<file path="src/rtl/crf_pkg.sv">
package crf_pkg;
    // register byte offsets
    localparam logic [11:0] CRF_FLAGS_OFF = 12'h000;
    localparam logic [11:0] CRF_IRQ_EN_OFF = 12'h004;
    localparam logic [11:0] CRF_CLK_CTRL_OFF = 12'h008;
    localparam logic [11:0] CRF_REF_DIV_OFF = 12'h00C;
    localparam logic [11:0] CRF_POST_DIV_OFF = 12'h010;
    localparam logic [11:0] CRF_TICK_PER_OFF = 12'h014;
    localparam logic [11:0] CRF_MODE_OFF = 12'h018;
    // flag register bit positions
    localparam int CRF_TICK_BIT = 7;
    localparam int CRF_POR_BIT = 6;
    localparam int CRF_LVR_BIT = 5;
    localparam int CRF_LOCKCHG_BIT = 4;
    localparam int CRF_LOCK_BIT = 3;
    localparam int CRF_ILA_BIT = 2;
    localparam int CRF_OSCCHG_BIT = 1;
    localparam int CRF_QUALIFIED_BIT = 0;
    localparam logic [7:0] CRF_STICKY_MASK = 8'hF6;
    localparam logic [7:0] CRF_IRQ_EN_MASK = 8'h92;
    // clock control bit positions
    localparam int CRF_PLL_SELECT_BIT = 0;
    localparam int CRF_OSCEN_BIT = 1;
    // reset values
    localparam logic [7:0] CRF_IRQ_EN_RST = 8'h00;
    localparam logic [3:0] CRF_REF_DIV_RST = 4'h0;
    localparam logic [4:0] CRF_POST_DIV_RST = 5'h03;
    localparam logic [15:0] CRF_TICK_PER_RST = 16'h0000;
    localparam logic [4:0] CRF_UNLOCK_DIV = 5'h04;
    localparam int CRF_VCO_RST_MHZ = 64;
    typedef enum logic [1:0] {CRF_MODE_PLL_INT, CRF_MODE_PLL_EXT, CRF_MODE_BYPASS} crf_mode_e;
endpackage : crf_pkg

</file>
<file path="src/rtl/crf_clock_reset_flags.sv">
// Functional notes
// - run mode: regulator full, PLL, reference, timer on
// - after reset internal PLL mode, divider 0x03
// - internal mode uses 1 MHz reference, reconfigurable
// - PLL keeps running while bypassed
// - wait mode behaves exactly like run
// - tick flag bit 7, write-one clear, irq
// - power-on flag bit 6, write-one clear
// - low-voltage flag bit 5, write-one clear
// - lock change flag bit 4, irq
// - lock bit 3; divider 4 unlocked
// - illegal-address flag bit 2, write-one clear
// - qualified change flag bit 1, irq
// - qualified bit 0 gates CAN clock
// - PLL always runs for oscillator qualification
// - lock loss clears qualified, except pseudo stop
`timescale 1ns/10ps
`default_nettype none
module crf_clock_reset_flags
    import crf_pkg::*;
#(
    parameter int TICK_W = 16
) (
    input wire logic CLK_SYS,
    input wire logic RESETN,
    input wire logic CE,
    input wire logic PSEL,
    input wire logic PENABLE,
    input wire logic PWRITE,
    input wire logic [11:0] PADDR,
    input wire logic [31:0] PWDATA,
    output logic [31:0] PRDATA,
    output logic PREADY,
    output logic PSLVERR,
    input wire logic PLL_LOCK_IN,
    input wire logic OSC_QUALIFY_IN,
    input wire logic POR_EVENT_IN,
    input wire logic LVR_EVENT_IN,
    input wire logic ILA_EVENT_IN,
    input wire logic PSEUDO_STOP_IN,
    input wire logic FULL_STOP_IN,
    output logic IRQ,
    output logic REGULATOR_FULL_POWER,
    output logic PLL_ENABLE,
    output logic INTERNAL_1MHZ_REFERENCE_EN,
    output logic AUTONOMOUS_WAKEUP_TIMER_EN,
    output logic PLL_REF_FROM_OSC,
    output logic OSCILLATOR_ENABLE,
    output logic BUS_CLK_FROM_OSC,
    output logic [3:0] REFERENCE_DIVIDER,
    output logic [4:0] PLL_OUTPUT_DIVIDE,
    output logic CAN_OSC_CLK_EN,
    output logic [1:0] CLOCK_MODE
);
    function automatic logic hit(input logic [11:0] a, input logic [11:0] off);
        hit = (a == off);
    endfunction : hit

    logic [4:0] pin_s;
    logic lock_s, oscq_s, por_s, lvr_s, ila_s;
    logic pseudo_s, full_s;
    logic por_d_reg, lvr_d_reg, ila_d_reg;
    logic [7:0] flags_reg, flags_next;
    logic [7:0] irq_en_reg;
    logic pll_sel_reg, osc_en_reg;
    logic [3:0] ref_div_reg;
    logic [4:0] post_div_reg;
    logic [TICK_W-1:0] tick_per_reg, tick_cnt_reg;
    logic lock_reg, qual_reg, qual_next;
    logic [31:0] prdata_reg;
    logic [31:0] rd_mux;
    crf_mode_e mode;

    crf_sync #(.WIDTH(5)) u_sync_a (
        .CLK_SYS(CLK_SYS),
        .RESETN(RESETN),
        .CE(CE),
        .d({PLL_LOCK_IN, OSC_QUALIFY_IN, POR_EVENT_IN, LVR_EVENT_IN, ILA_EVENT_IN}),
        .q(pin_s)
    );
    crf_sync #(.WIDTH(2)) u_sync_b (
        .CLK_SYS(CLK_SYS),
        .RESETN(RESETN),
        .CE(CE),
        .d({PSEUDO_STOP_IN, FULL_STOP_IN}),
        .q({pseudo_s, full_s})
    );
    assign {lock_s, oscq_s, por_s, lvr_s, ila_s} = pin_s;

    // apb decode
    wire setup_ph = PSEL & ~PENABLE;
    wire access_ph = PSEL & PENABLE;
    wire mapped = hit(PADDR, CRF_FLAGS_OFF) | hit(PADDR, CRF_IRQ_EN_OFF) | hit(PADDR, CRF_CLK_CTRL_OFF)
                | hit(PADDR, CRF_REF_DIV_OFF) | hit(PADDR, CRF_POST_DIV_OFF) | hit(PADDR, CRF_TICK_PER_OFF)
                | hit(PADDR, CRF_MODE_OFF);
    wire wr = access_ph & PWRITE & mapped;
    wire wr_flags = wr & hit(PADDR, CRF_FLAGS_OFF);
    wire wr_irq_en = wr & hit(PADDR, CRF_IRQ_EN_OFF);
    wire wr_clk = wr & hit(PADDR, CRF_CLK_CTRL_OFF);
    wire wr_ref = wr & hit(PADDR, CRF_REF_DIV_OFF);
    wire wr_post = wr & hit(PADDR, CRF_POST_DIV_OFF);
    wire wr_tick = wr & hit(PADDR, CRF_TICK_PER_OFF);
    assign PREADY = access_ph;
    assign PSLVERR = access_ph & ~mapped;

    // periodic tick: period of zero stops the timer
    wire tick_end = (tick_per_reg != '0) && (tick_cnt_reg == tick_per_reg);

    // qualification depends on the VCO reference; lock loss drops it except in pseudo stop
    assign qual_next = osc_en_reg & oscq_s & ~full_s & (lock_s | pseudo_s);

    // hardware set wins over the write-one clear
    wire [7:0] set_ev = {tick_end,
                         por_s & ~por_d_reg,
                         lvr_s & ~lvr_d_reg,
                         lock_s ^ lock_reg,
                         1'b0,
                         ila_s & ~ila_d_reg,
                         qual_next ^ qual_reg,
                         1'b0};
    wire [7:0] clr_ev = wr_flags ? (PWDATA[7:0] & CRF_STICKY_MASK) : 8'h00;
    assign flags_next = (flags_reg & ~clr_ev) | set_ev;

    always_ff @(posedge CLK_SYS or negedge RESETN) begin
        if (!RESETN) begin
            flags_reg <= 8'h00;
            lock_reg <= 1'b0;
            qual_reg <= 1'b0;
            por_d_reg <= 1'b0;
            lvr_d_reg <= 1'b0;
            ila_d_reg <= 1'b0;
        end else if (CE) begin
            flags_reg <= flags_next;
            lock_reg <= lock_s;
            qual_reg <= qual_next;
            por_d_reg <= por_s;
            lvr_d_reg <= lvr_s;
            ila_d_reg <= ila_s;
        end
    end

    always_ff @(posedge CLK_SYS or negedge RESETN) begin
        if (!RESETN) begin
            tick_cnt_reg <= '0;
        end else if (CE) begin
            tick_cnt_reg <= (tick_end || tick_per_reg == '0) ? '0 : tick_cnt_reg + 1'b1;
        end
    end

    // configuration registers; reset lands in internal PLL mode
    always_ff @(posedge CLK_SYS or negedge RESETN) begin
        if (!RESETN) begin
            irq_en_reg <= CRF_IRQ_EN_RST;
            pll_sel_reg <= 1'b1;
            osc_en_reg <= 1'b0;
            ref_div_reg <= CRF_REF_DIV_RST;
            post_div_reg <= CRF_POST_DIV_RST;
            tick_per_reg <= CRF_TICK_PER_RST;
        end else if (CE) begin
            if (wr_irq_en) begin
                irq_en_reg <= PWDATA[7:0] & CRF_IRQ_EN_MASK;
            end
            if (wr_clk) begin
                pll_sel_reg <= PWDATA[CRF_PLL_SELECT_BIT];
                osc_en_reg <= PWDATA[CRF_OSCEN_BIT];
            end
            if (wr_ref) begin
                ref_div_reg <= PWDATA[3:0];
            end
            if (wr_post) begin
                post_div_reg <= PWDATA[4:0];
            end
            if (wr_tick) begin
                tick_per_reg <= PWDATA[TICK_W-1:0];
            end
        end
    end

    // read data is captured in the setup phase
    wire [7:0] flags_view = {flags_reg[7:4], lock_reg, flags_reg[2:1], qual_reg};
    assign rd_mux = hit(PADDR, CRF_FLAGS_OFF) ? {24'h000000, flags_view} :
                    hit(PADDR, CRF_IRQ_EN_OFF) ? {24'h000000, irq_en_reg} :
                    hit(PADDR, CRF_CLK_CTRL_OFF) ? {30'h0, osc_en_reg, pll_sel_reg} :
                    hit(PADDR, CRF_REF_DIV_OFF) ? {28'h0000000, ref_div_reg} :
                    hit(PADDR, CRF_POST_DIV_OFF) ? {27'h0, post_div_reg} :
                    hit(PADDR, CRF_TICK_PER_OFF) ? {{(32-TICK_W){1'b0}}, tick_per_reg} :
                    hit(PADDR, CRF_MODE_OFF) ? {30'h0, mode} : 32'h00000000;

    always_ff @(posedge CLK_SYS or negedge RESETN) begin
        if (!RESETN) begin
            prdata_reg <= 32'h00000000;
        end else if (CE && setup_ph && !PWRITE) begin
            prdata_reg <= rd_mux;
        end
    end
    assign PRDATA = prdata_reg;

    // mode: wait mode has no input here, so run and wait are identical
    assign mode = !pll_sel_reg ? CRF_MODE_BYPASS : (osc_en_reg ? CRF_MODE_PLL_EXT : CRF_MODE_PLL_INT);
    assign CLOCK_MODE = mode;

    assign REGULATOR_FULL_POWER = 1'b1;
    assign PLL_ENABLE = 1'b1;
    assign INTERNAL_1MHZ_REFERENCE_EN = 1'b1;
    assign AUTONOMOUS_WAKEUP_TIMER_EN = 1'b1;
    assign PLL_REF_FROM_OSC = osc_en_reg;
    assign OSCILLATOR_ENABLE = osc_en_reg;
    // in bypass the oscillator drives the bus only once qualified, else the PLL stays in charge
    assign BUS_CLK_FROM_OSC = ~pll_sel_reg & qual_reg;
    assign REFERENCE_DIVIDER = ref_div_reg;
    assign PLL_OUTPUT_DIVIDE = lock_reg ? post_div_reg + 5'h01 : CRF_UNLOCK_DIV;
    assign CAN_OSC_CLK_EN = qual_reg;
    assign IRQ = |(flags_reg & irq_en_reg);

    // assertions
    AST_TICK_SETS: assert property (@(posedge CLK_SYS) disable iff (!RESETN)
        CE && tick_end |=> flags_reg[CRF_TICK_BIT])
        else $error("tick end did not set tick flag");
    AST_POR_HOLD: assert property (@(posedge CLK_SYS) disable iff (!RESETN)
        CE && flags_reg[CRF_POR_BIT] && !(wr_flags && PWDATA[CRF_POR_BIT]) |=> flags_reg[CRF_POR_BIT])
        else $error("power-on flag cleared without write of one");
    AST_LVR_SET: assert property (@(posedge CLK_SYS) disable iff (!RESETN)
        CE && lvr_s && !lvr_d_reg |=> flags_reg[CRF_LVR_BIT])
        else $error("low-voltage flag not set");
    AST_LOCK_CHG: assert property (@(posedge CLK_SYS) disable iff (!RESETN)
        CE && $changed(lock_reg) |-> flags_reg[CRF_LOCKCHG_BIT])
        else $error("lock change not flagged");
    AST_DIV_UNLOCK: assert property (@(posedge CLK_SYS) disable iff (!RESETN)
        !lock_reg |-> PLL_OUTPUT_DIVIDE == CRF_UNLOCK_DIV)
        else $error("unlocked divider not four");
    AST_ILA_SET: assert property (@(posedge CLK_SYS) disable iff (!RESETN)
        CE && ila_s && !ila_d_reg |=> flags_reg[CRF_ILA_BIT])
        else $error("illegal-address flag not set");
    AST_OSC_CHG: assert property (@(posedge CLK_SYS) disable iff (!RESETN)
        CE && $changed(qual_reg) |-> flags_reg[CRF_OSCCHG_BIT])
        else $error("qualified change not flagged");
    AST_CAN_GATE: assert property (@(posedge CLK_SYS) disable iff (!RESETN)
        !qual_reg |-> !CAN_OSC_CLK_EN && !BUS_CLK_FROM_OSC)
        else $error("oscillator clock passed while unqualified");
    AST_LOCK_LOSS: assert property (@(posedge CLK_SYS) disable iff (!RESETN)
        CE && !lock_s && !pseudo_s |=> !qual_reg)
        else $error("qualified kept after lock loss");
    AST_PLL_ON: assert property (@(posedge CLK_SYS) disable iff (!RESETN)
        PLL_ENABLE && REGULATOR_FULL_POWER && INTERNAL_1MHZ_REFERENCE_EN)
        else $error("run-mode resources switched off");
    AST_IRQ: assert property (@(posedge CLK_SYS) disable iff (!RESETN)
        flags_reg[CRF_TICK_BIT] && irq_en_reg[CRF_TICK_BIT] |-> IRQ)
        else $error("tick interrupt missing");
    // flag behaviour
    AST_TICK_HOLD: assert property (@(posedge CLK_SYS) disable iff (!RESETN)
        CE && flags_reg[CRF_TICK_BIT] && !(wr_flags && PWDATA[CRF_TICK_BIT]) |=> flags_reg[CRF_TICK_BIT])
        else $error("tick flag cleared without write of one");
    AST_TICK_OFF: assert property (@(posedge CLK_SYS) disable iff (!RESETN)
        tick_per_reg == '0 |-> !tick_end)
        else $error("tick ended with timer stopped");
    AST_TICK_RESTART: assert property (@(posedge CLK_SYS) disable iff (!RESETN)
        CE && tick_end |=> tick_cnt_reg == '0)
        else $error("tick counter not restarted");
    AST_POR_SET: assert property (@(posedge CLK_SYS) disable iff (!RESETN)
        CE && por_s && !por_d_reg |=> flags_reg[CRF_POR_BIT])
        else $error("power-on flag not set");
    AST_LVR_HOLD: assert property (@(posedge CLK_SYS) disable iff (!RESETN)
        CE && flags_reg[CRF_LVR_BIT] && !(wr_flags && PWDATA[CRF_LVR_BIT]) |=> flags_reg[CRF_LVR_BIT])
        else $error("low-voltage flag cleared without write of one");
    AST_ILA_HOLD: assert property (@(posedge CLK_SYS) disable iff (!RESETN)
        CE && flags_reg[CRF_ILA_BIT] && !(wr_flags && PWDATA[CRF_ILA_BIT]) |=> flags_reg[CRF_ILA_BIT])
        else $error("illegal-address flag cleared without write of one");
    AST_LOCKCHG_SET: assert property (@(posedge CLK_SYS) disable iff (!RESETN)
        CE && lock_s != lock_reg |=> flags_reg[CRF_LOCKCHG_BIT])
        else $error("lock edge did not set change flag");
    AST_LOCKCHG_HOLD: assert property (@(posedge CLK_SYS) disable iff (!RESETN)
        CE && flags_reg[CRF_LOCKCHG_BIT] && !(wr_flags && PWDATA[CRF_LOCKCHG_BIT]) |=> flags_reg[CRF_LOCKCHG_BIT])
        else $error("lock change flag cleared without write of one");
    AST_OSCCHG_SET: assert property (@(posedge CLK_SYS) disable iff (!RESETN)
        CE && qual_next != qual_reg |=> flags_reg[CRF_OSCCHG_BIT])
        else $error("qualified edge did not set change flag");
    AST_OSCCHG_HOLD: assert property (@(posedge CLK_SYS) disable iff (!RESETN)
        CE && flags_reg[CRF_OSCCHG_BIT] && !(wr_flags && PWDATA[CRF_OSCCHG_BIT]) |=> flags_reg[CRF_OSCCHG_BIT])
        else $error("qualified change flag cleared without write of one");
    AST_STATUS_SLOTS: assert property (@(posedge CLK_SYS) disable iff (!RESETN)
        !flags_reg[CRF_LOCK_BIT] && !flags_reg[CRF_QUALIFIED_BIT])
        else $error("status bit stored as sticky flag");
    AST_IRQ_LOCK: assert property (@(posedge CLK_SYS) disable iff (!RESETN)
        flags_reg[CRF_LOCKCHG_BIT] && irq_en_reg[CRF_LOCKCHG_BIT] |-> IRQ)
        else $error("lock interrupt missing");
    AST_IRQ_OSC: assert property (@(posedge CLK_SYS) disable iff (!RESETN)
        flags_reg[CRF_OSCCHG_BIT] && irq_en_reg[CRF_OSCCHG_BIT] |-> IRQ)
        else $error("oscillator interrupt missing");
    AST_IRQ_QUIET: assert property (@(posedge CLK_SYS) disable iff (!RESETN)
        (flags_reg & irq_en_reg) == 8'h00 |-> !IRQ)
        else $error("interrupt without enabled flag");
    AST_IRQ_EN_BITS: assert property (@(posedge CLK_SYS) disable iff (!RESETN)
        (irq_en_reg & ~CRF_IRQ_EN_MASK) == 8'h00)
        else $error("reserved enable bit set");
    // clock tree
    AST_LOCK_VIEW: assert property (@(posedge CLK_SYS) disable iff (!RESETN)
        CE |=> lock_reg == $past(lock_s))
        else $error("lock status not tracking");
    AST_DIV_LOCK: assert property (@(posedge CLK_SYS) disable iff (!RESETN)
        lock_reg |-> PLL_OUTPUT_DIVIDE == post_div_reg + 5'h01)
        else $error("locked divider wrong");
    AST_INT_MODE: assert property (@(posedge CLK_SYS) disable iff (!RESETN)
        pll_sel_reg && !osc_en_reg |-> CLOCK_MODE == 2'(CRF_MODE_PLL_INT))
        else $error("internal PLL mode not shown");
    AST_INT_REF: assert property (@(posedge CLK_SYS) disable iff (!RESETN)
        !osc_en_reg |-> !PLL_REF_FROM_OSC && INTERNAL_1MHZ_REFERENCE_EN)
        else $error("reference not internal");
    AST_BYPASS_PLL: assert property (@(posedge CLK_SYS) disable iff (!RESETN)
        !pll_sel_reg |-> PLL_ENABLE)
        else $error("PLL stopped while bypassed");
    AST_TIMER_ON: assert property (@(posedge CLK_SYS) disable iff (!RESETN)
        AUTONOMOUS_WAKEUP_TIMER_EN && REGULATOR_FULL_POWER)
        else $error("wakeup timer or regulator off");
    AST_FULL_STOP: assert property (@(posedge CLK_SYS) disable iff (!RESETN)
        CE && full_s |=> !qual_reg)
        else $error("qualified kept in full stop");
    AST_OSC_OFF: assert property (@(posedge CLK_SYS) disable iff (!RESETN)
        CE && !osc_en_reg |=> !qual_reg)
        else $error("qualified with oscillator off");
    AST_CAN_ON: assert property (@(posedge CLK_SYS) disable iff (!RESETN)
        qual_reg |-> CAN_OSC_CLK_EN)
        else $error("oscillator clock gated while qualified");
    AST_PSEUDO_KEEP: assert property (@(posedge CLK_SYS) disable iff (!RESETN)
        CE && pseudo_s && osc_en_reg && oscq_s && !full_s |=> qual_reg)
        else $error("qualified lost in pseudo stop");
    // bus protocol
    AST_PREADY: assert property (@(posedge CLK_SYS) disable iff (!RESETN)
        access_ph |-> PREADY)
        else $error("no ready in access phase");
    AST_BUS_QUIET: assert property (@(posedge CLK_SYS) disable iff (!RESETN)
        !access_ph |-> !PREADY && !PSLVERR)
        else $error("ready or error outside access phase");
    AST_UNMAPPED: assert property (@(posedge CLK_SYS) disable iff (!RESETN)
        access_ph && !mapped |-> PSLVERR)
        else $error("unmapped access without error");
    AST_PRDATA_HOLD: assert property (@(posedge CLK_SYS) disable iff (!RESETN)
        !(CE && setup_ph && !PWRITE) |=> $stable(PRDATA))
        else $error("read data changed outside read setup");
    // cover points
    COV_PBE: cover property (@(posedge CLK_SYS) disable iff (!RESETN) mode == CRF_MODE_BYPASS && BUS_CLK_FROM_OSC);
    COV_PEE: cover property (@(posedge CLK_SYS) disable iff (!RESETN) mode == CRF_MODE_PLL_EXT && lock_reg);
    COV_CLR: cover property (@(posedge CLK_SYS) disable iff (!RESETN) wr_flags ##1 flags_reg == 8'h00);
    COV_PSEUDO: cover property (@(posedge CLK_SYS) disable iff (!RESETN) pseudo_s && !lock_s && qual_reg);
    COV_FULL: cover property (@(posedge CLK_SYS) disable iff (!RESETN) full_s ##1 !qual_reg);
endmodule : crf_clock_reset_flags
`default_nettype wire

</file>
<file path="src/rtl/crf_sync.sv">
`timescale 1ns/10ps
`default_nettype none
module crf_sync #(
    parameter int WIDTH = 1
) (
    input wire logic CLK_SYS,
    input wire logic RESETN,
    input wire logic CE,
    input wire logic [WIDTH-1:0] d,
    output logic [WIDTH-1:0] q
);
    logic [WIDTH-1:0] meta_reg;
    logic [WIDTH-1:0] q_reg;

    // the first stage feeds only the second
    always_ff @(posedge CLK_SYS or negedge RESETN) begin
        if (!RESETN) begin
            meta_reg <= '0;
            q_reg <= '0;
        end else if (CE) begin
            meta_reg <= d;
            q_reg <= meta_reg;
        end
    end
    assign q = q_reg;
endmodule : crf_sync
`default_nettype wire
</file>
<file path="config.mk">
export PLATFORM = sky130hd
export DESIGN_NAME = crf_clock_reset_flags
export DESIGN_NICKNAME = d
export VERILOG_FILES = /design/src/rtl/crf_pkg.sv /design/src/rtl/crf_clock_reset_flags.sv /design/src/rtl/crf_sync.sv
export SDC_FILE = /design/constraint.sdc
export NUM_CORES = 1
export LEC_CHECK = 0
export BUFFER_PORTS_ARGS = -buffer_cell sky130_fd_sc_hd__buf_2
export CORE_UTILIZATION = 45
export CTS_BUF_LIST = sky130_fd_sc_hd__clkbuf_8 sky130_fd_sc_hd__clkbuf_16
export CTS_CLUSTER_DIAMETER = 100
export DETAILED_ROUTE_END_ITERATION = 7
export PLACE_DENSITY = 0.78
export SYNTH_ARGS = -nofsm -noshare
export SYNTH_HDL_FRONTEND = slang
export SYNTH_SLANG_ARGS = --single-unit
</file>
<file path="constraint.sdc">
create_clock -name CLK_SYS -period 5 [get_ports CLK_SYS]
set_input_delay 1 -clock CLK_SYS [delete_from_list [all_inputs] [get_ports CLK_SYS]]
set_output_delay 1 -clock CLK_SYS [all_outputs]
set_load 0.05 [all_outputs]
</file>
==> results.sh <==
export IMPL_outcome="complete, no violations"
export IMPL_wire_per_inst_um=15.88
export IMPL_tightest_slew_ns=1.046
export IMPL_h_tree_depth=3
export IMPL_cp_arrival_ns=2.19
export IMPL_grt_overflow=0
export IMPL_post_route_util=0.5238
export IMPL_min_period_over_period=0.6388
export IMPL_die_w_um=102.0
export IMPL_drv_cap=0
export IMPL_antenna_left=0
export IMPL_power_density_nw_per_um2=293.4
export IMPL_finalSetupTns_ns=0
export IMPL_ys_ff_latch=87
export IMPL_area_delta_synth_final_pct=13.20
export IMPL_rsz0062_at_grt="false"
export IMPL_synth_area_leaders="dfrtp_1, mux2_2, xor2_1"
export IMPL_post_cts_buffers=0
export IMPL_firstDrtPassIters=7
export IMPL_crit_type="in2out"
export IMPL_slew_headroom=0.3028
export IMPL_worst_path_max_delay_cell="nor4_4"
export IMPL_synth_top_area_frac=0.4669
export IMPL_syn_area_um2=4502
export IMPL_clkSlewWorstSetupHoldPaths_ns=0.08
export IMPL_post_cts_resized=0
export IMPL_core_um2=9729
export IMPL_grt_max_degree=88
export IMPL_grt_total_usage=0.1942
export IMPL_grt_first_pass_wirelength_mm=15.32
export IMPL_ys_types=50
export IMPL_worstSetupStartpointType="input pin"
export IMPL_start_util=0.4627
export IMPL_hpwl_mm=7.090
export IMPL_rows=36
export IMPL_finalCriticalPeriod_ns=3.194
export IMPL_yosysWarnings=0
export IMPL_ir_drop_v=0.0001384
export IMPL_drive_gt1_frac=0.3172
export IMPL_hold_slack_ns=0.4775
export IMPL_crit_path_max_fanout=6
export IMPL_layout_nets=531
export IMPL_clock_path_buffers=2
export IMPL_grt_pass1_vias=3083
export IMPL_insertion_delay_ns=0.37
export IMPL_finalHoldViolations=0
export IMPL_ys_seq_area_frac=0.4844
export IMPL_netlist_instances=402
export IMPL_drt_iter0_drc=234
export IMPL_viasPerCell=5.314
export IMPL_cp_common_cell="buf_2"
export IMPL_p_leak_nw=2.561
export IMPL_postPlaceCellArea_um2=4890
export IMPL_clock_sinks=87
export IMPL_hold_path_class="reg2reg"
export IMPL_design_area_um2=5096
export IMPL_synth_largest_area_cell="dfrtp_1"
export IMPL_portBuffers=74
export IMPL_critPathCaptureType="primary output"
export IMPL_drc=0
export IMPL_fmax_mhz=313.1
export IMPL_die_y_um=102.0
export IMPL_fin_skew_ns=0.009174
export IMPL_required_ns=4.00
export IMPL_diodes=0
export IMPL_crit_chain="buf_2 > nor4_4 > and3_1 > a21boi_0 > buf_2"
export IMPL_hold_buffers=0
export IMPL_antenna_found_initial=1
export IMPL_setup_violations=0
export IMPL_gp_congestion=0.8818
export IMPL_io_pins=111
export IMPL_power_mw=1.495
export IMPL_cpPeakStageDelay_ns=0.48
export IMPL_cts_buffers_inserted=9
export IMPL_num_vias=3236
export IMPL_slew_viol_final=0
export IMPL_layout_common_cells="dfrtp_1, buf_2, nand2_1, mux2_2, nor2_1"
export IMPL_cts_tree="yes"
export IMPL_cts_root_buf="clkbuf_8"
export IMPL_dieArea_um2=10410
export IMPL_syn_area_per_cell_um2=11.20
export IMPL_final_common_cell="dfrtp_1"
export IMPL_wirelength_mm=9.670
[cells by family (layout without fill, tap and decap cells)]
logic type	Yosys count	in the layout	share of synthesized area
simple gates	140	140	0.1795
flops	87	87	0.4844
mux	52	52	0.1348
buf+inv	44	100	0.05865
compound gates	42	42	0.07115
xor+xnor	33	33	0.06420
fa+ha+maj	2	2	0.005558
other cells	2	20	0.001668
[stage by stage]
step	cells	worst slack, ns
floorplan	420	1.253
global placement	594	1.800
detailed placement	594	1.795
CTS	609	1.787
global route	609	1.731
finish	609	1.806
[worst max-delay path, delay by kind of cell]
family / cells / cell delay [ns]
and+or+nand+nor: 2 / 0.76
AOI/OAI and AO/OA: 1 / 0.10
buffers and inverters: 2 / 0.34
[final cells by class]
type,count,area (um^2)
clock buffers,11,151.4
clock inverters,4,55.05
fillers,854,4633
inverters,10,37.54
multi-input cells,289,2125
flip-flops and latches,87,2181
well taps,133,166.4
repair buffers,75,380.4
[path summary, 6_finish.rpt]
check / start / end / slack (ns) / depth (start not counted)
worst min register to register: PRDATA[6] / PRDATA[6] / 0.48 / 2
worst max register to register: tick_per_reg[12] / tick_cnt_reg[12] / 2.68 / 5
worst min-delay path: PRDATA[6] / PRDATA[6] / 0.48 / 2
worst max-delay path: PADDR[9] / PSLVERR / 1.81 / 5
max in group asynchronous: RESETN / REFERENCE_DIVIDER[2] / 3.52 / 1
min in group asynchronous: RESETN / PRDATA[9] / 0.78 / 1
[power by group]
part	switching, mW	internal, mW	leakage, nW
Sequential	0.0407	0.740	1.12
Combinational	0.137	0.0646	1.34
Clock	0.256	0.257	0.102
[cell usage after synthesis (all sizes together)]
master and number:
and4 3, a211oi 1, dfstp 3, nor2b 4
or4 3, inv 10, a21o 1, nand2 37
nor4 13, o22ai 2, and2 4, mux2i 7
ha 2, buf 27, a21boi 1, nor3 10
nor4b 1, xor2 24, dfrtp 84, a21oi 4
mux2 45, o2111a 1, nand4 9, o311ai 1
clkbuf 7, xnor2 9, a22o 11, nand2b 2
a222oi 1, o21ai 9, a31oi 1, nor2 31
a32o 3, a32oi 2, o221ai 2, o2bb2ai 2
nand3 16, conb 2, and3 7
[layer usage]
layer	track usage	wire length, um	vias to the layer above
li1	-	-	1528
met1	0.2696	4468	1584
met2	0.3010	4475	103
met3	0.04856	541	19
met4	0.05934	170	2
met5	0	13	-
Note: power is estimated with default switching activity, not from simulation.
